### src/design/touch_adc_params.svh
// constants of the converter result status register
// assumes inclusion by every file of this block, before any use
`ifndef TOUCH_ADC_PARAMS_SVH
`define TOUCH_ADC_PARAMS_SVH

// register shape
`define STATUS_WIDTH 16
`define STATUS_RESET 16'h0000
`define CHANNEL_COUNT 9

// flag positions inside the status word
`define BIT_X_RESULT 10
`define BIT_Y_RESULT 9
`define BIT_P1_RESULT 8
`define BIT_P2_RESULT 7
`define BIT_BATTERY_RESULT 6
`define BIT_RESERVED_HIGH 5
`define BIT_AUX_A_RESULT 4
`define BIT_AUX_B_RESULT 3
`define BIT_TEMP_A_RESULT 2
`define BIT_TEMP_B_RESULT 1
`define BIT_RESERVED_LOW 0

// flag reset value and buffer-enable position in the buffer control word
`define FLAGS_RESET 9'h000
`define BIT_BUFFER_ENABLE_RESET 15

`endif

### src/design/touch_adc_pkg.sv
// types shared by the result status logic
// assumes the params header is compiled alongside
package touch_adc_pkg;

	// buffer mode as seen by the status logic
	typedef enum logic {
		MODE_DIRECT,
		MODE_BUFFER
	} bufmode_type;

	// channel order of the flag vector, index 0 first
	typedef enum logic [3:0] {
		CH_X,
		CH_Y,
		CH_P1,
		CH_P2,
		CH_BATTERY,
		CH_AUX_A,
		CH_AUX_B,
		CH_TEMP_A,
		CH_TEMP_B
	} channel_type;

endpackage : touch_adc_pkg

### src/design/result_flag_bank.sv
// bank of sticky new-result flags, one per converter channel
// assumes set and clear pulses come from logic on clk_sys
`timescale 1ns/1ns
`include "touch_adc_params.svh"

module result_flag_bank (
	input wire logic clk_sys, // system clock
	input wire logic rst_n, // async reset, active low
	input wire logic [`CHANNEL_COUNT-1:0] setPulse, // fresh result stored
	input wire logic [`CHANNEL_COUNT-1:0] clearPulse, // result fully read
	input wire logic flushAll, // drop every flag
	output logic [`CHANNEL_COUNT-1:0] flags_ff // current flags
);

	// next flags: a set in the clearing cycle wins, flush beats both
	wire [`CHANNEL_COUNT-1:0] keptFlags;
	wire [`CHANNEL_COUNT-1:0] nxt_flags;

	assign keptFlags = flags_ff & ~clearPulse;
	assign nxt_flags = flushAll ? `FLAGS_RESET : (keptFlags | setPulse);

	// flag storage
	always_ff @(posedge clk_sys or negedge rst_n) begin
		if (!rst_n) begin
			flags_ff <= `FLAGS_RESET;
		end else begin
			flags_ff <= nxt_flags;
		end
	end

endmodule : result_flag_bank

### src/design/touch_adc_result_status.sv
// per-channel new-result flags of the touch converter status register
// assumes the converter pulses newResult when a result register is
// written, and the serial register port pulses resultReadDone once
// the last bit of a result word has been shifted out to the host;
// both come from logic on clk_sys, so no synchronisers are used
`timescale 1ns/1ns
`include "touch_adc_params.svh"

module touch_adc_result_status
	import touch_adc_pkg::*;
(
	input wire logic clk_sys, // system clock, 50 MHz
	input wire logic rst_n, // async reset, active low
	input wire logic [`CHANNEL_COUNT-1:0] newResult, // result stored
	input wire logic [`CHANNEL_COUNT-1:0] resultReadDone, // fully read
	input wire logic bufferEnableReset, // buffer control bit
	output logic [`STATUS_WIDTH-1:0] statusWord_ff, // status word
	output logic bufferModeActive_ff, // buffer mode on
	output logic pointerHold_ff // keep buffer pointers at reset
);

	// place each channel flag at its status word position
	function automatic logic [`STATUS_WIDTH-1:0] assembleStatus(
		input logic [`CHANNEL_COUNT-1:0] flags
	);
		logic [`STATUS_WIDTH-1:0] word;
		word = `STATUS_RESET;
		word[`BIT_X_RESULT] = flags[CH_X];
		word[`BIT_Y_RESULT] = flags[CH_Y];
		word[`BIT_P1_RESULT] = flags[CH_P1];
		word[`BIT_P2_RESULT] = flags[CH_P2];
		word[`BIT_BATTERY_RESULT] = flags[CH_BATTERY];
		word[`BIT_AUX_A_RESULT] = flags[CH_AUX_A];
		word[`BIT_AUX_B_RESULT] = flags[CH_AUX_B];
		word[`BIT_TEMP_A_RESULT] = flags[CH_TEMP_A];
		word[`BIT_TEMP_B_RESULT] = flags[CH_TEMP_B];
		return word;
	endfunction : assembleStatus

	// state of the buffer mode tracker
	bufmode_type modeState_ff;
	bufmode_type nxt_modeState;

	// flags held in the bank
	logic [`CHANNEL_COUNT-1:0] flags_ff;

	// flush while buffer mode is requested: flags mean nothing then,
	// so the host sees zeros instead of stale ones
	wire flushFlags;
	wire [`STATUS_WIDTH-1:0] nxt_statusWord;

	assign flushFlags = bufferEnableReset;
	assign nxt_modeState = bufferEnableReset ? MODE_BUFFER : MODE_DIRECT;

	// reserved bits stay zero and there is no write path into the word
	assign nxt_statusWord = assembleStatus(flags_ff);

	// set on stored result, clear on completed read, set wins a tie
	result_flag_bank flagBank (
		.clk_sys(clk_sys),
		.rst_n(rst_n),
		.setPulse(newResult),
		.clearPulse(resultReadDone),
		.flushAll(flushFlags),
		.flags_ff(flags_ff)
	);

	// buffer mode tracker
	always_ff @(posedge clk_sys or negedge rst_n) begin
		if (!rst_n) begin
			modeState_ff <= MODE_DIRECT;
		end else begin
			modeState_ff <= nxt_modeState;
		end
	end

	// output registers; a one-cycle lag on the word keeps outputs on flops
	always_ff @(posedge clk_sys or negedge rst_n) begin
		if (!rst_n) begin
			statusWord_ff <= `STATUS_RESET;
			bufferModeActive_ff <= 1'b0;
			pointerHold_ff <= 1'b1;
		end else begin
			statusWord_ff <= nxt_statusWord;
			bufferModeActive_ff <= (modeState_ff == MODE_BUFFER);
			pointerHold_ff <= (modeState_ff == MODE_DIRECT);
		end
	end
endmodule : touch_adc_result_status

### config.mk
export PLATFORM = sky130hd
export DESIGN_NAME = touch_adc_result_status
export DESIGN_NICKNAME = d
export VERILOG_FILES = /design/src/design/touch_adc_pkg.sv /design/src/design/result_flag_bank.sv /design/src/design/touch_adc_result_status.sv
export VERILOG_INCLUDE_DIRS = /design/src /design/src/design
export SDC_FILE = /design/constraint.sdc
export NUM_CORES = 1
export LEC_CHECK = 0
export BUFFER_PORTS_ARGS = -buffer_cell sky130_fd_sc_hd__buf_2
export CAP_MARGIN = 20
export CORE_ASPECT_RATIO = 0.8
export CORE_MARGIN = 1.5
export CORE_UTILIZATION = 34
export CTS_BUF_LIST = sky130_fd_sc_hd__clkbuf_2
export CTS_CLUSTER_DIAMETER = 80
export DETAILED_ROUTE_END_ITERATION = 8
export GPL_ROUTABILITY_DRIVEN = 0
export PLACE_DENSITY = 0.64
export SYNTH_ARGS = -nofsm -noshare
export SYNTH_HDL_FRONTEND = slang
export SYNTH_SLANG_ARGS = --single-unit
### constraint.sdc
create_clock -name clk_sys -period 0.9 [get_ports clk_sys]
set_clock_uncertainty 0.2 [all_clocks]
set_input_delay 0 -clock clk_sys [delete_from_list [all_inputs] [get_ports clk_sys]]
set_output_delay 0 -clock clk_sys [all_outputs]
set_load 0.01 [all_outputs]
==> results of run 1 <==
sequential cells by signal, indices dropped and copies added (netlist names):
register,count
bufferModeActive_ff,1
flagBank.flags_ff,9
modeState_ff,1
pointerHold_ff,1
statusWord_ff,9
routing by layer:
layer / global-route usage (%) / wire [um] / vias up / part of all wire [%]
met5: 0 / 0 / - / 0
met4: 1.40 / 0 / 0 / 0
met3: 4.96 / 125 / 0 / 9.5
met2: 20.9 / 643 / 33 / 49
met1: 10.7 / 541 / 245 / 41
li1: - / - / 268 / -
layout make-up:
cell class	instances	area [sq um]	area share, %
inverters	10	37.5	3.03
repair buffers	52	394	31.8
multi-input cells	25	229	18.5
flip-flops and latches	21	527	42.5
clock buffers	4	20.0	1.62
well taps	25	31.3	2.53
repair_timing:
item                                    4_1_cts  5_1_grt
pin swaps                                     0        3
endpoints found under the hold margin        31        7
endpoints found under the setup margin       11       14
resized for setup                             2        1
Yosys cell counts:
cell      count
dfrtp_1      20
inv_1        10
a21oi_2       9
nand2b_4      9
buf_4         7
buf_6         1
conb_1        1
dfstp_2       1
power groups by stage:
stage | logic (mW) | clock network (mW) | registers (mW)
floorplan | 0.115 | 0 | 1.07
global placement | 0.210 | 0 | 1.05
detailed placement | 0.213 | 0 | 1.05
CTS | 0.285 | 0.411 | 1.04
global route | 0.314 | 0.446 | 1.04
finish | 0.284 | 0.376 | 1.04
cell families after synthesis:
group	count (synthesis)	synth area share [%]
AO/OA/AOI/OAI	9	9.45
buffers and inverters	18	12.1
flip-flops	21	63.1
AND/OR/NAND/NOR	9	14.8
other	1	0.449
metrics by stage:
step	instances	worst slack [ns]	instance area [sq um]	TNS, ns
CTS	137	-0.285	1230	-1.92
detailed placement	113	0.0494	1000	0
global route	137	-0.319	1240	-2.33
floorplan	64	0.0878	857	0
finish	137	-0.250	1240	-1.52
global placement	113	0.0605	1000	0
final timing paths:
check | startpoint | endpoint | slack [ns] | cells past startpoint
min | rst_n | flagBank.flags_ff[4] | -0.16 | 2
min in group clk_sys | modeState_ff | pointerHold_ff | 0.20 | 1
max | pointerHold_ff | pointerHold_ff | -0.25 | 1
max reg2reg | flagBank.flags_ff[1] | flagBank.flags_ff[1] | 0.04 | 2
min reg2reg | modeState_ff | pointerHold_ff | 0.20 | 1
max in group asynchronous | rst_n | pointerHold_ff | 0.24 | 3
==> qor.yml, run 1 <==
floorplanning:
  die_h_um: 47.3
  fp-row-count: 15
  start_util_pct: 37.4
  dieWidth_um: 58.4
  ios: 39
  die_area_sq_um: 2760
  coreArea_sq_um: 2230
power:
  finalPower_mw: 1.70
  peakVddDrop_mv: 0.862
  power.share.switching_pct: 23.8
  switchingPower_uw: 404
  power.internal_mw: 1.29
  seqPwrFrac_pct: 61.1
  p_clk_share_pct: 22.1
  comb_power_share_pct: 16.8
  p_leak_nw: 0.664
  power_density_nw_per_um2: 1370
clock_tree:
  cts_tree: "done"
  holdBufCountCts: 20
  insertion_delay_ns: 0.30
  root_buffer: "clkbuf_2"
  numCtsBuffers: 3
  clk_pin_slew_worst_paths_ns: 0.18
  ctsHtreeMaxLevel: 1
  cts_setup_buffers: 0
  clk_path_buf_depth: 2
  cts_sinks: 21
route:
  drt-initial-drc-count: 5
  drt_first_pass_iters: 2
  num_vias: 546
  drc: 0
  wl_per_cell_um: 9.55
  finalWirelength_um: 1310
  antenna_left: 0
  vias_per_cell: 3.99
timing:
  post-route-period-util_pct: 128
  finalSetupViolCount: 11
  fmax_ghz: 0.870
  finalHoldViolCount: 7
  whs_ns: -0.160
  finalCriticalPeriod_ns: 1.15
  rsz0062_at_grt: "yes"
  setup_slack_ns: -0.250
  slew_violations: 0
global_route:
  grt_pass1_wl_um: 2060
  grt_pass1_vias: 518
  antenna_found_initial: 0
  gr-usage-all-layers_pct: 10.6
  grt_max_degree: 15
  grt_overflow: 0
cells_and_area:
  area_growth_pct: 48.4
  drive_gt1_share_pct: 49.1
  nets: 134
  layout_common_cells: "buf_2 (28), dfrtp_1 (20), dlygate4sd3_1 (20), inv_1 (10)"
  fin_util_pct: 55.5
  mostFrequentLayoutCell: "buf_2"
  diodes: 0
  nFillCells: 194
critical_path:
  critPathArrivalTime_ns: 0.95
  endpoint_kind: "primary output"
  critPathKind: "reg2out"
  max_stage_delay_ns: 0.56
  crit_slowest_cell: "dfstp_2"
  crit_path_start_kind: "flop"
  path_buf_inv: 1
  cp_cell_sequence: "buf_6"
  critPathRequiredTime_ns: 0.70
  path_max_fanout: 1
  crit_family: "flip-flops"
logic_synthesis:
  ys_ff_latch: 21
  yosys_warnings: 0
  synthCells: 58
  synth.area.top_cells: "dfrtp_1 (60%), nand2b_4 (15%), a21oi_2 (9.4%), buf_4 (6.3%), inv_1 (4.5%)"
  ys_types: 8
  yosysTopAreaCell: "dfrtp_1"
  synth_area_per_cell_sq_um: 14.4
  synth_top_area_share_pct: 60.0
  synth_area_sq_um: 835
  yosysSeqAreaShare_pct: 63.1
hold_path:
  min-delay-path-class: "in2async"
status:
  violations: "negative hold slack, negative setup slack"
  outcome: "complete, but fails checks"
placement:
  portBuffers: 31
  dp_hpwl_um: 894
flow_run:
  drv_cap: 0
No activity file was read; power rests on OpenSTA's default activity.
==> inputs of run 2 (changes only) <==
--- a/config.mk
+++ b/config.mk
@@ -15,7 +15,7 @@
 export CTS_CLUSTER_DIAMETER = 80
 export DETAILED_ROUTE_END_ITERATION = 8
 export GPL_ROUTABILITY_DRIVEN = 0
-export PLACE_DENSITY = 0.64
+export PLACE_DENSITY = 0.67
 export SYNTH_ARGS = -nofsm -noshare
 export SYNTH_HDL_FRONTEND = slang
 export SYNTH_SLANG_ARGS = --single-unit
==> constraint.sdc (replaced) <==
create_clock -name clk_sys -period 1 [get_ports clk_sys]
set_clock_uncertainty 0.2 [all_clocks]
set_input_delay 0 -clock clk_sys [delete_from_list [all_inputs] [get_ports clk_sys]]
set_output_delay 0 -clock clk_sys [all_outputs]
set_load 0.01 [all_outputs]
==> run 2 against run 1 <==
Effect of this change: the run still ends with negative hold slack, negative setup slack left; non-clock buffer count down 1; via count shrank 0.37%; first-iteration DRC count increased to 3.0 times the previous value; sequential power down 10%; total power is 11% lower; critical path depth is the same; critical endpoint unchanged; sequential share of layout area grew 0.92 points; largest cell class unchanged; global-route usage up 0.84 points.
==> qor.yml, run 2 (synthesis gave the netlist of run 1 again) <==
critical_path:
  crit_slowest_cell: "dfstp_2"
  path_max_fanout: 1
  cp_cell_sequence: "buf_6"
  reg2reg_depth: 2
  max_stage_delay_ns: 0.57
  r2r_end: "flagBank.flags_ff[5]"
  critPathRequiredTime_ns: 0.80
  crit_family: "flip-flops"
  crit_path_start_kind: "flop"
  endpoint_kind: "primary output"
  critPathArrivalTime_ns: 0.96
  critPathKind: "reg2out"
  regToRegStartpoint: "flagBank.flags_ff[5]"
  path_buf_inv: 1
  rrSetupSlack_ns: 0.13
timing:
  rsz0062_at_grt: "yes"
  finalHoldViolCount: 20
  post-route-period-util_pct: 116
  finalCriticalPeriod_ns: 1.16
  setup_slack_ns: -0.158
  fmax_ghz: 0.864
  finalSetupViolCount: 11
  slew_violations: 0
  whs_ns: -0.0539
  setup_tns_ns: -0.403
route:
  wl_per_cell_um: 9.88
  drt-initial-drc-count: 15
  vias_per_cell: 4.00
  num_vias: 544
  antenna_left: 0
  drt_first_pass_iters: 2
  drc: 0
  finalWirelength_um: 1340
global_route:
  use_met3_pct: 5.79
  grt_overflow: 0
  grt_pass1_vias: 541
  grt_pass1_wl_um: 2240
  gr-usage-all-layers_pct: 11.5
  antenna_found_initial: 0
  grt-busiest-layer: "met2"
  use_met1_pct: 10.2
  grt_max_degree: 22
  grt_use_met2_pct: 23.4
cells_and_area:
  drive_gt1_share_pct: 48.6
  layout_common_cells: "buf_2 (29), dfrtp_1 (20), dlygate4sd3_1 (20), inv_1 (10)"
  fin_util_pct: 54.3
  reg.largest.list: "flagBank.flags_ff x9, statusWord_ff x9"
  diodes: 0
  mostFrequentLayoutCell: "buf_2"
  nets: 133
  area_growth_pct: 45.3
  nFillCells: 217
power:
  power_density_nw_per_um2: 1250
  p_leak_nw: 0.652
  peakVddDrop_mv: 0.503
clock_tree:
  clk_path_buf_depth: 2
  insertion_delay_ns: 0.30
  cts_setup_buffers: 0
  ctsHtreeMaxLevel: 1
  root_buffer: "clkbuf_2"
  numCtsBuffers: 3
  holdBufCountCts: 20
  cts_tree: "done"
  clk_pin_slew_worst_paths_ns: 0.18
  cts_sinks: 21
floorplanning:
  dieWidth_um: 58.4
  ios: 39
  start_util_pct: 37.4
  fp-row-count: 15
  coreArea_sq_um: 2230
  die_h_um: 47.3
  die_area_sq_um: 2760
placement:
  dp_slack_ns: 0.146
  portBuffers: 31
  dp_hpwl_um: 860
hold_path:
  min-delay-path-class: "in2async"
status:
  violations: "negative hold slack, negative setup slack"
  outcome: "complete, but fails checks"
flow_run:
  drv_cap: 0
==> run 2: what timing repair did <==
action	in CTS	in global routing
endpoints found under the setup margin	11	11
endpoints found under the hold margin	31	20
pin swaps	0	0
resized for setup	2	0
==> run 2: layer usage <==
metal  part of all wire [%]  vias to the layer above  routed length (um)
li1                       -                      265                   -
met5                      0                        -                   0
met3                     10                        0                 136
met1                     37                      249                 498
met4                      0                        0                   0
met2                     53                       30                 709
==> run 2: area by class of cell <==
| type | count | area [sq um] | area share (%) |
|---|---|---|---|
| Clock buffer | 4 | 20.0 | 1.65 |
| Inverter | 10 | 37.5 | 3.10 |
| Multi-Input combinational cell | 25 | 229 | 18.9 |
| Sequential cell | 21 | 527 | 43.4 |
| Tap cell | 25 | 31.3 | 2.58 |
| Timing Repair Buffer | 51 | 368 | 30.3 |
==> run 2: how the worst max path moves through the flow <==
| stage | startpoint | to | slack [ns] | depth (start not counted) |
|---|---|---|---|---|
| finish | pointerHold_ff | pointerHold_ff | -0.16 | 1 |
| detailed placement | flagBank.flags_ff[8] | flagBank.flags_ff[8] | 0.15 | 2 |
| floorplan | flagBank.flags_ff[0] | flagBank.flags_ff[0] | 0.19 | 2 |
| global placement | flagBank.flags_ff[7] | flagBank.flags_ff[7] | 0.16 | 2 |
| CTS | pointerHold_ff | pointerHold_ff | -0.18 | 1 |
| global route | pointerHold_ff | pointerHold_ff | -0.23 | 1 |
==> run 2: per-stage QoR <==
| step | area (sq um) | power [mW] | cells |
|---|---|---|---|
| after floorplan | 857 | 1.07 | 64 |
| after global placement | 980 | 1.12 | 112 |
| after detailed placement | 980 | 1.13 | 112 |
| after CTS | 1210 | 1.54 | 136 |
| after global routing | 1210 | 1.61 | 136 |
| final | 1210 | 1.51 | 136 |
==> run 2: power breakdown <==
| part | internal (mW) | switching, mW |
|---|---|---|
| registers | 0.902 | 0.0305 |
| clock network | 0.106 | 0.233 |
| logic | 0.144 | 0.0998 |
==> run 2: worst reg2reg max path: stages, from the launching register on <==
cell,delay [ns]
dfrtp_1,0.45
nand2b_4,0.08
a21oi_2,0.05
